File: src/rtl/tenbase_cfg.svh
`ifndef TENBASE_CFG_SVH
`define TENBASE_CFG_SVH
// clock and bit timing
`define CLK_MHZ 40
`define BIT_NS 100
`define BIT_CYC ((`BIT_NS * `CLK_MHZ) / 1000)
`define HALF_CYC (`BIT_CYC / 2)
`define TX_CELL_NS 200
`define TX_HALF_CYC (((`TX_CELL_NS * `CLK_MHZ) / 1000) / 2)
`define CRS_OFF_NS 150
`define CRS_OFF_CYC ((`CRS_OFF_NS * `CLK_MHZ) / 1000)
`define RXCLK_TAIL_BITS 5
`define RXCLK_TAIL_CYC (`RXCLK_TAIL_BITS * `BIT_CYC)
`define LP_NS 100
`define LP_CYC ((`LP_NS * `CLK_MHZ + 999) / 1000)
`define LINK_PERIOD_MS 16
`define LINK_PERIOD_CYC (`LINK_PERIOD_MS * `CLK_MHZ * 1000)
`define ED_IDLE_MS 32
`define ED_IDLE_CYC (`ED_IDLE_MS * `CLK_MHZ * 1000)
`define ED_WAKE_US 10
`define ED_WAKE_CYC (`ED_WAKE_US * `CLK_MHZ)
`define SRST_NS 1000
`define SRST_CYC ((`SRST_NS * `CLK_MHZ) / 1000)
`define POL_INV_COUNT 3
// register indexes, byte address is index times four
`define BCTL_IDX 6'h00
`define TENM_IDX 6'h1a
`define ENERGY_DETECT_CONTROL_REG_IDX 6'h1d
`define ISTAT_IDX 6'h20
`define IMASK_IDX 6'h21
// field positions
`define BCTL_RESET_BIT 15
`define BCTL_PD_BIT 11
`define TENM_POLBAD_BIT 4
`define ENERGY_DETECT_CONTROL_REG_EN_BIT 15
`define ENERGY_DETECT_CONTROL_REG_LP_BIT 0
`define IRQ_POL 0
`define IRQ_WAKE 1
`define IRQ_RXEND 2
// reset values
`define IMASK_RST 3'h0
`define ISTAT_RST 3'h0
`endif

File: src/rtl/tenbase_pkg.sv
package tenbase_pkg;
   typedef enum logic [1:0] {P_ON, P_DOWN, P_LOW, P_WAKE} pwr_t;
   typedef enum logic [1:0] {T_IDLE, T_DATA, T_TAIL, T_PULSE} tx_t;
endpackage

File: src/rtl/tenbase_t_codec_and_reset_control.sv
// The register addresses and the Wishbone register port were left to the implementer.
`timescale 1ns/100ps
`include "tenbase_cfg.svh"
module tenbase_t_codec_and_reset_control
   import tenbase_pkg::*;
#(
   parameter int LINK_PERIOD_CYC = `LINK_PERIOD_CYC,
   parameter int ED_IDLE_CYC = `ED_IDLE_CYC,
   parameter int WAKE_CYC = `ED_WAKE_CYC,
   parameter int TW = 21
) (
   input wire logic clk_i,
   input wire logic rst_i,
   input wire logic [7:0] adr_i,
   input wire logic [31:0] dat_i,
   input wire logic we_i,
   input wire logic [3:0] sel_i,
   input wire logic cyc_i,
   input wire logic stb_i,
   output logic [31:0] dat_o,
   output logic ack_o,
   input wire logic reset_pin_n_i,
   input wire logic [1:0] strap_i,
   input wire logic tx_clk_i,
   input wire logic tx_en_i,
   input wire logic txd_i,
   input wire logic rx_pos_i,
   input wire logic rx_neg_i,
   output logic line_p_o,
   output logic line_n_o,
   output logic line_emph_o,
   output logic line_en_o,
   output logic crs_o,
   output logic rxd_o,
   output logic rx_clk_o,
   output logic low_power_o,
   output logic irq_o
);
   logic [7:0] sync1, sync2;
   logic [1:0] strap_s, strap_q;
   logic rstn_s, neg_s, pos_s, txd_s, txen_s, txclk_s;
   logic txclk_d, pos_d, neg_d;
   logic hw_rst, core_rst, srst_busy;
   logic [5:0] srst_cnt;
   logic [5:0] idx;
   logic wr, rd;
   logic bctl_pd, ed_en, pol_bad;
   logic [2:0] irq_stat, irq_mask, irq_ev, irq_clr;
   logic [31:0] rdata;
   logic trans, burst_end, inv_pulse;
   logic [2:0] quiet;
   logic [1:0] burst, inv_cnt;
   logic first_neg;
   logic [4:0] tail;
   logic [1:0] rxph;
   pwr_t pwr;
   logic [TW-1:0] tmr, pcnt;
   logic pulse_req, tx_stb;

   // every strap, reset pin, line and link pin passes two flops before anything looks at it
   always_ff @(posedge clk_i) begin
      sync1 <= {strap_i, reset_pin_n_i, rx_neg_i, rx_pos_i, txd_i, tx_en_i, tx_clk_i};
      sync2 <= sync1;
   end
   assign {strap_s, rstn_s, neg_s, pos_s, txd_s, txen_s, txclk_s} = sync2;

   // previous samples for edge finding
   always_ff @(posedge clk_i) begin
      txclk_d <= txclk_s;
      pos_d <= pos_s;
      neg_d <= neg_s;
   end

   // reset sources: power-on input, pin, and the software reset window
   assign hw_rst = ~rstn_s;
   assign core_rst = rst_i | hw_rst | srst_busy;
   assign tx_stb = txclk_s & ~txclk_d;
   assign idx = adr_i[7:2];
   assign wr = cyc_i & stb_i & we_i & ~ack_o;
   assign rd = cyc_i & stb_i & ~we_i & ~ack_o;

   // straps captured only by power-on or pin reset, never by software reset
   always_ff @(posedge clk_i) begin
      if (rst_i | hw_rst) begin
         strap_q <= strap_s;
      end
   end

   // software reset timer; busy bit reads back until done
   always_ff @(posedge clk_i) begin
      if (rst_i | hw_rst) begin
         srst_busy <= 1'b0;
         srst_cnt <= 6'h00;
      end else if (srst_busy) begin
         srst_cnt <= srst_cnt + 6'h01;
         if (srst_cnt == 6'(`SRST_CYC - 1)) begin
            srst_busy <= 1'b0;
         end
      end else if (wr && idx == `BCTL_IDX && sel_i[1] && dat_i[`BCTL_RESET_BIT]) begin
         srst_busy <= 1'b1;
         srst_cnt <= 6'h00;
      end
   end

   // writable control; power-down and energy-detect defaults follow the latched straps, the interrupt mask resets to IMASK_RST
   always_ff @(posedge clk_i) begin
      if (core_rst) begin
         bctl_pd <= strap_q[1];
         ed_en <= strap_q[0];
         irq_mask <= `IMASK_RST;
      end else if (wr) begin
         if (idx == `BCTL_IDX && sel_i[1]) begin
            bctl_pd <= dat_i[`BCTL_PD_BIT];
         end else if (idx == `ENERGY_DETECT_CONTROL_REG_IDX && sel_i[1]) begin
            ed_en <= dat_i[`ENERGY_DETECT_CONTROL_REG_EN_BIT];
         end else if (idx == `IMASK_IDX && sel_i[0]) begin
            irq_mask <= dat_i[2:0];
         end
      end
   end

   // sticky events; a new event beats a same-cycle write-one clear
   assign irq_clr = (wr && idx == `ISTAT_IDX && sel_i[0]) ? dat_i[2:0] : 3'h0;
   always_comb begin
      irq_ev = 3'h0;
      irq_ev[`IRQ_POL] = inv_pulse && inv_cnt == 2'(`POL_INV_COUNT - 1);
      irq_ev[`IRQ_WAKE] = (pwr == P_LOW) && trans && ed_en && !bctl_pd;
      irq_ev[`IRQ_RXEND] = burst_end && burst == 2'h2;
   end
   always_ff @(posedge clk_i) begin
      if (core_rst) begin
         irq_stat <= `ISTAT_RST;
         irq_o <= 1'b0;
      end else begin
         irq_stat <= (irq_stat & ~irq_clr) | irq_ev;
         irq_o <= |(irq_stat & irq_mask);
      end
   end

   // read mux; unmapped words read zero
   always_comb begin
      rdata = 32'h0000_0000;
      if (idx == `BCTL_IDX) begin
         rdata[`BCTL_RESET_BIT] = srst_busy;
         rdata[`BCTL_PD_BIT] = bctl_pd;
      end else if (idx == `TENM_IDX) begin
         rdata[`TENM_POLBAD_BIT] = pol_bad;
      end else if (idx == `ENERGY_DETECT_CONTROL_REG_IDX) begin
         rdata[`ENERGY_DETECT_CONTROL_REG_EN_BIT] = ed_en;
         rdata[`ENERGY_DETECT_CONTROL_REG_LP_BIT] = (pwr == P_LOW);
      end else if (idx == `ISTAT_IDX) begin
         rdata[2:0] = irq_stat;
      end else if (idx == `IMASK_IDX) begin
         rdata[2:0] = irq_mask;
      end
   end

   // one-wait-state slave; answers even while software reset runs
   always_ff @(posedge clk_i) begin
      if (rst_i | hw_rst) begin
         ack_o <= 1'b0;
         dat_o <= 32'h0000_0000;
      end else begin
         ack_o <= cyc_i & stb_i & ~ack_o;
         dat_o <= rd ? rdata : 32'h0000_0000;
      end
   end

   // burst tracking: a lone pulse is a link pulse, two or more a frame
   assign trans = (pos_s & ~pos_d) | (neg_s & ~neg_d);
   assign burst_end = !trans && quiet == 3'(`CRS_OFF_CYC - 1);
   assign inv_pulse = burst_end && burst == 2'h1 && first_neg;
   always_ff @(posedge clk_i) begin
      if (core_rst) begin
         quiet <= 3'(`CRS_OFF_CYC);
         burst <= 2'h0;
         first_neg <= 1'b0;
         inv_cnt <= 2'h0;
         pol_bad <= 1'b0;
      end else if (trans) begin
         quiet <= 3'h0;
         if (burst == 2'h0) begin
            first_neg <= neg_s & ~neg_d;
         end
         if (burst != 2'h2) begin
            burst <= burst + 2'h1;
         end
      end else begin
         if (quiet != 3'(`CRS_OFF_CYC)) begin
            quiet <= quiet + 3'h1;
         end
         if (burst_end) begin
            burst <= 2'h0;
            if (burst == 2'h1) begin
               // a normal pulse in between breaks the run
               inv_cnt <= first_neg ? ((inv_cnt == 2'h3) ? inv_cnt : inv_cnt + 2'h1) : 2'h0;
               if (inv_pulse && inv_cnt == 2'(`POL_INV_COUNT - 1)) begin
                  pol_bad <= 1'b1;
               end
            end
         end
      end
   end

   // carrier, corrected data and the trailing receive clock
   always_ff @(posedge clk_i) begin
      if (core_rst) begin
         crs_o <= 1'b0;
         rxd_o <= 1'b0;
         tail <= 5'h00;
         rxph <= 2'h0;
         rx_clk_o <= 1'b0;
      end else begin
         crs_o <= (pwr == P_ON) && burst == 2'h2 && quiet < 3'(`CRS_OFF_CYC - 1);
         rxd_o <= pol_bad ? neg_s : pos_s;
         if (crs_o) begin
            tail <= 5'(`RXCLK_TAIL_CYC);
         end else if (tail != 5'h00) begin
            tail <= tail - 5'h01;
         end
         if (crs_o || tail != 5'h00) begin
            rxph <= (rxph == 2'(`HALF_CYC - 1)) ? 2'h0 : rxph + 2'h1;
            if (rxph == 2'(`HALF_CYC - 1)) begin
               rx_clk_o <= ~rx_clk_o;
            end
         end else begin
            rxph <= 2'h0;
            rx_clk_o <= 1'b0;
         end
      end
   end

   // pulse period timer restarts whenever data is being sent
   always_ff @(posedge clk_i) begin
      if (core_rst || txen_s || tmr == TW'(LINK_PERIOD_CYC - 1)) begin
         tmr <= '0;
      end else begin
         tmr <= tmr + 1'b1;
      end
   end
   // link pulse when idle, energy-detect pulse in low power
   assign pulse_req = tmr == TW'(LINK_PERIOD_CYC - 1) && !txen_s && (pwr == P_ON || pwr == P_LOW);

   // power state; pcnt times idle in P_ON and the wake sequence
   always_ff @(posedge clk_i) begin
      if (core_rst) begin
         pwr <= P_ON;
         pcnt <= '0;
         low_power_o <= 1'b0;
      end else begin
         low_power_o <= (pwr != P_ON);
         pcnt <= (&pcnt) ? pcnt : pcnt + 1'b1;
         case (pwr)
            P_ON: begin
               if (bctl_pd) begin
                  pwr <= P_DOWN;
               end else if (trans || txen_s) begin
                  pcnt <= '0;
               end else if (ed_en && pcnt == TW'(ED_IDLE_CYC - 1)) begin
                  pwr <= P_LOW;
               end
            end
            P_DOWN: begin
               pcnt <= '0;
               if (!bctl_pd) begin
                  pwr <= P_WAKE;
               end
            end
            P_LOW: begin
               pcnt <= '0;
               if (bctl_pd) begin
                  pwr <= P_DOWN;
               end else if (trans || !ed_en) begin
                  pwr <= P_WAKE;
               end
            end
            default: begin
               if (bctl_pd) begin
                  pwr <= P_DOWN;
               end else if (pcnt == TW'(WAKE_CYC - 1)) begin
                  pwr <= P_ON;
                  pcnt <= '0;
               end
            end
         endcase
      end
   end

   // transmit data only runs at full power; pulses also go out in low power
   manchester_tx u_enc (
      .clk_i(clk_i),
      .rst_i(core_rst),
      .stb_i(tx_stb),
      .en_i(txen_s && pwr == P_ON),
      .bit_i(txd_s),
      .pulse_i(pulse_req),
      .line_p_o(line_p_o),
      .line_n_o(line_n_o),
      .emph_o(line_emph_o),
      .line_en_o(line_en_o)
   );
endmodule // tenbase_t_codec_and_reset_control

File: src/rtl/manchester_tx.sv
`timescale 1ns/100ps
`include "tenbase_cfg.svh"
module manchester_tx
   import tenbase_pkg::*;
#(
   parameter int HALF_CYC = `TX_HALF_CYC,
   parameter int PULSE_CYC = `LP_CYC
) (
   input wire logic clk_i,
   input wire logic rst_i,
   input wire logic stb_i,
   input wire logic en_i,
   input wire logic bit_i,
   input wire logic pulse_i,
   output logic line_p_o,
   output logic line_n_o,
   output logic emph_o,
   output logic line_en_o
);
   tx_t st;
   logic [3:0] cnt;
   logic bitq;
   logic lvl;
   logic drv;

   // cell sequencing; a new cell restarts on every rising link clock edge with enable high, except during the tail
   always_ff @(posedge clk_i) begin
      if (rst_i) begin
         st <= T_IDLE;
         cnt <= 4'h0;
         bitq <= 1'b0;
      end else begin
         case (st)
            T_IDLE: begin
               cnt <= 4'h0;
               if (stb_i && en_i) begin
                  st <= T_DATA;
                  bitq <= bit_i;
               end else if (pulse_i) begin
                  st <= T_PULSE;
               end
            end
            T_DATA: begin
               if (stb_i) begin
                  cnt <= 4'h0;
                  if (en_i) begin
                     bitq <= bit_i;
                  end else begin
                     st <= T_TAIL;
                  end
               end else if (cnt != 4'hf) begin
                  cnt <= cnt + 4'h1;
               end
            end
            T_TAIL: begin
               cnt <= cnt + 4'h1;
               if (cnt == 4'(2 * HALF_CYC - 1)) begin
                  st <= T_IDLE;
               end
            end
            // a frame start cuts a link pulse short rather than losing its first bit
            default: begin
               cnt <= cnt + 4'h1;
               if (stb_i && en_i) begin
                  st <= T_DATA;
                  bitq <= bit_i;
                  cnt <= 4'h0;
               end else if (cnt == 4'(PULSE_CYC - 1)) begin
                  st <= T_IDLE;
               end
            end
         endcase
      end
   end

   // first half inverted, second half true: rising mid-cell for a one
   always_comb begin
      drv = (st != T_IDLE);
      lvl = drv;
      if (st == T_DATA) begin
         lvl = (cnt < 4'(HALF_CYC)) ? ~bitq : bitq;
      end
   end

   // registered pair; emphasis marks the cycle after each level change
   always_ff @(posedge clk_i) begin
      if (rst_i) begin
         line_p_o <= 1'b0;
         line_n_o <= 1'b0;
         emph_o <= 1'b0;
         line_en_o <= 1'b0;
      end else begin
         line_p_o <= lvl;
         line_n_o <= drv & ~lvl;
         emph_o <= drv && (lvl != line_p_o);
         line_en_o <= drv;
      end
   end
endmodule // manchester_tx

File: config.mk
export PLATFORM = sky130hd
export DESIGN_NAME = tenbase_t_codec_and_reset_control
export DESIGN_NICKNAME = d
export VERILOG_FILES = /design/src/rtl/tenbase_pkg.sv /design/src/rtl/tenbase_t_codec_and_reset_control.sv /design/src/rtl/manchester_tx.sv
export VERILOG_INCLUDE_DIRS = /design/src /design/src/rtl
export SDC_FILE = /design/constraint.sdc
export NUM_CORES = 1
export LEC_CHECK = 0
export BUFFER_PORTS_ARGS = -buffer_cell sky130_fd_sc_hd__buf_2
export CAP_MARGIN = 40
export CORE_MARGIN = 2
export CORE_UTILIZATION = 37
export DETAILED_ROUTE_END_ITERATION = 10
export MAX_ROUTING_LAYER = met4
export PLACE_DENSITY_LB_ADDON = 0.08
export SLEW_MARGIN = 20
export SYNTH_ARGS = -nofsm -noshare
export SYNTH_HDL_FRONTEND = slang
export SYNTH_HIERARCHICAL = 1
export SYNTH_SLANG_ARGS = --single-unit
File: constraint.sdc
create_clock -name clk_i -period 5.8 [get_ports clk_i]
set_clock_uncertainty 0.2 [all_clocks]
set_input_delay 1.16 -clock clk_i [delete_from_list [all_inputs] [get_ports clk_i]]
set_output_delay 1.16 -clock clk_i [all_outputs]
set_load 0.02 [all_outputs]
==> metrics.txt <==
drt first pass iters 4; CTS Buf Count 17; Residual DRC 0; Syn Inst Count about 590; Synth area leaders dfxtp_1 (43%), nor2_1 (5.0%), ha_1 (4.6%); sw power 547.8 uW; final core utilization between 40 and 50%; status finished, final reports clean; Iter 0 DRT Violations between 200 and 300; CTS clk-pin slew, worst paths about 0.050 ns; uppermost layer routed met4; Worst Setup End Kind flip-flop; die height 124.8 um; synth unique cells 70; htree depth 4; YS warnings 6; slowest cell delay on critical path roughly 0.66 ns; Top Ports slightly below 100; Worst Hold Class flip-flop to flip-flop; RR Startpoint sync2[5]; routed via count about 4100; Skew-Pair Late Insertion Delay between 0.4 and 0.5 ns; Starting Density between 30% and 40%; Worst EP required 5.87 ns; met3 WL between 300 and 400 um; Core Rows 44; post-synth top area cell dfxtp_1; first-pass GRT wire length approximately 18000 um; Worst-Margin Slew 0.6972 ns; share of layout cells above drive strength 1 roughly 16%; Mapped Area 0.005400 mm^2; Crit Path Max Fanout 39; worst-path cell chain buf_2, nand2b_1, nor2_1, buf_4, inv_2, or3_1, nor2_1; Flop pwr share between 40% and 50%; min cycle time layout ~3.1 ns; max-cap violations 0; Fin Setup TNS 0 ns; WHS roughly 0.13 ns; initial antenna violation count 0; Slew Limit Fails 0; dominant synthesized flop cell dfxtp_1; worst-case reg-to-reg path depth 6; DP Wirelength ~7400 um; Placement Cell Area roughly 0.0056 mm^2; Syn Area/Cell roughly 9.2 um^2; crit-path most repeated cell nor2_1; combinational power share 10.5%; TritonCTS clock tree yes; RR Endpoint tmr[16]; worst-case clock buffer depth 2; slowest CP cell or3_1; fmax 318.8 MHz; post-synth top area share around 43%; number of global-route vias before repair 3869; crit path kind input port to flip-flop; CTS Sinks 119; sw frac 25.19%; # nets final between 700 and 800; DIE AREA between 0.015 and 0.02 mm^2; Synth top cells by count dfxtp_1 (115), nor2_1 (72), nand2_1 (46); VDD IR max about 0.00028 V; Clock Power Share just under 50%; DRT antenna net count 0; Met1 Wirelength 5233 um; Post-synth ARST share 0%; post-route cell area roughly 0.0063 mm^2; overall routing resource usage 14.67%; Die X between 100 and 150 um; Antenna diodes 0; relative slew slack a little over half; PortBufs 41; Seq cells post-synth 119; Final setup viols 0; final wirelength about 10000 um; leakage about 0.0024 uW; CP startpoint kind input port; hold endpoint sync2[0]; final hold viol count 0; CTS Hold Bufs 0; crit path DAT 3.21 ns; unrepaired setup endpoints after global routing false; register area share after synthesis ~45%; cts repair resizes 0; total gr overflow 0; Via density 4.930; Clock Root Buffer clkbuf_16; GPL Wtd Cong roughly 0.80; Layout fillers 1427; largest net degree at the start of global routing 40; WL met2 approximately 4800 um; routed len/inst approximately 13 um; Area Growth Syn to Fin 15.87%; R2R setup slack approximately 3.2 ns; Core ar. around 0.014 mm^2; internal power around 1600 uW; crit share post-route 54.08%; hold_sp sync1[0]; most frequent cell after synthesis dfxtp_1; PD cells ~350 mW/mm^2; number of synthesized flops with an enable pin 4; Setup Fix Bufs, Post-CTS 0; cell depth of the worst hold path 0
per-stage QoR:
step,total power (uW),instances,worst slack [ns]
after floorplan,1094,613,3.093
after global placement,1126,795,2.193
after detailed placement,1129,795,2.149
after CTS,2209,827,2.618
after global routing,2278,828,2.390
final,2175,828,2.663
cell type report:
class	instances	area, um^2	area share (%)
Tap cell	184	230.2	3.679
Multi-Input combinational cell	430	2703	43.19
Sequential cell	119	2422	38.71
Timing Repair Buffer	44	225.2	3.599
Clock inverter	15	180.2	2.879
Inverter	19	71.32	1.140
Clock buffer	17	425.4	6.799
layout by cell type (no fill, tap or decap), types with 12 or more instances in the layout:
master / instances
nand3_1: 23
nor2_1: 72
nor3_1: 19
inv_1: 18
xor2_1: 24
a21oi_1: 31
clkbuf_16: 17
buf_2: 41
conb_1: 26
xnor2_1: 16
nand4_1: 13
o21ai_0: 12
dfxtp_1: 115
ha_1: 20
nand2_1: 46
worst max path at each step:
stage,slack (ns),startpoint,end,depth (start not counted)
floorplan,3.09,rst_i,u_enc/st[0],7
global placement,2.19,rst_i,tmr[2],7
detailed placement,2.15,rst_i,tmr[16],7
CTS,2.62,rst_i,tmr[6],7
global route,2.39,rst_i,tmr[17],7
finish,2.66,rst_i,tmr[16],7
per-layer routing:
metal,GRT usage [%],vias to the layer above
met3,5.026,7
met4,5.686,0
met1,18.13,1885
met5,-,-
li1,-,2128
met2,22.15,62
flip-flops by register name, summed over array words and instances (netlist names), 4 cells and up:
register and flops:
srst_cnt 6, sync2 8, tail 5, pcnt 21, sync1 8, dat_o 6, u_enc/cnt 4, tmr 21
power groups by stage:
stage	Sequential [uW]	Clock (uW)	Combinational (uW)
after CTS	884	1090	230
final	883	1060	229
after global placement	900	0	225
after global routing	889	1130	255
after detailed placement	901	0	228
after floorplan	896	0	198
logic make-up (layout without fill, tap and decap cells):
family                     Yosys count  count (layout)  share of synthesized area (%)
and+or+nand+nor                    243             243                          23.49
DFF                                119             119                          44.86
AOI/OAI and AO/OA                   90              90                          11.54
buffers and inverters               64              95                          6.835
xor gates and xnor gates            40              40                          6.487
adders and majority gates           20              20                          4.634
muxes                               11              11                          2.085
other                                1              26                        0.06944
critical path: cells and delay by family:
kind / cells / cell delay [ns]
buffers and inverters: 3 / 0.75
and+or+nand+nor: 4 / 1.24
No activity file was read; power rests on OpenSTA's default activity.
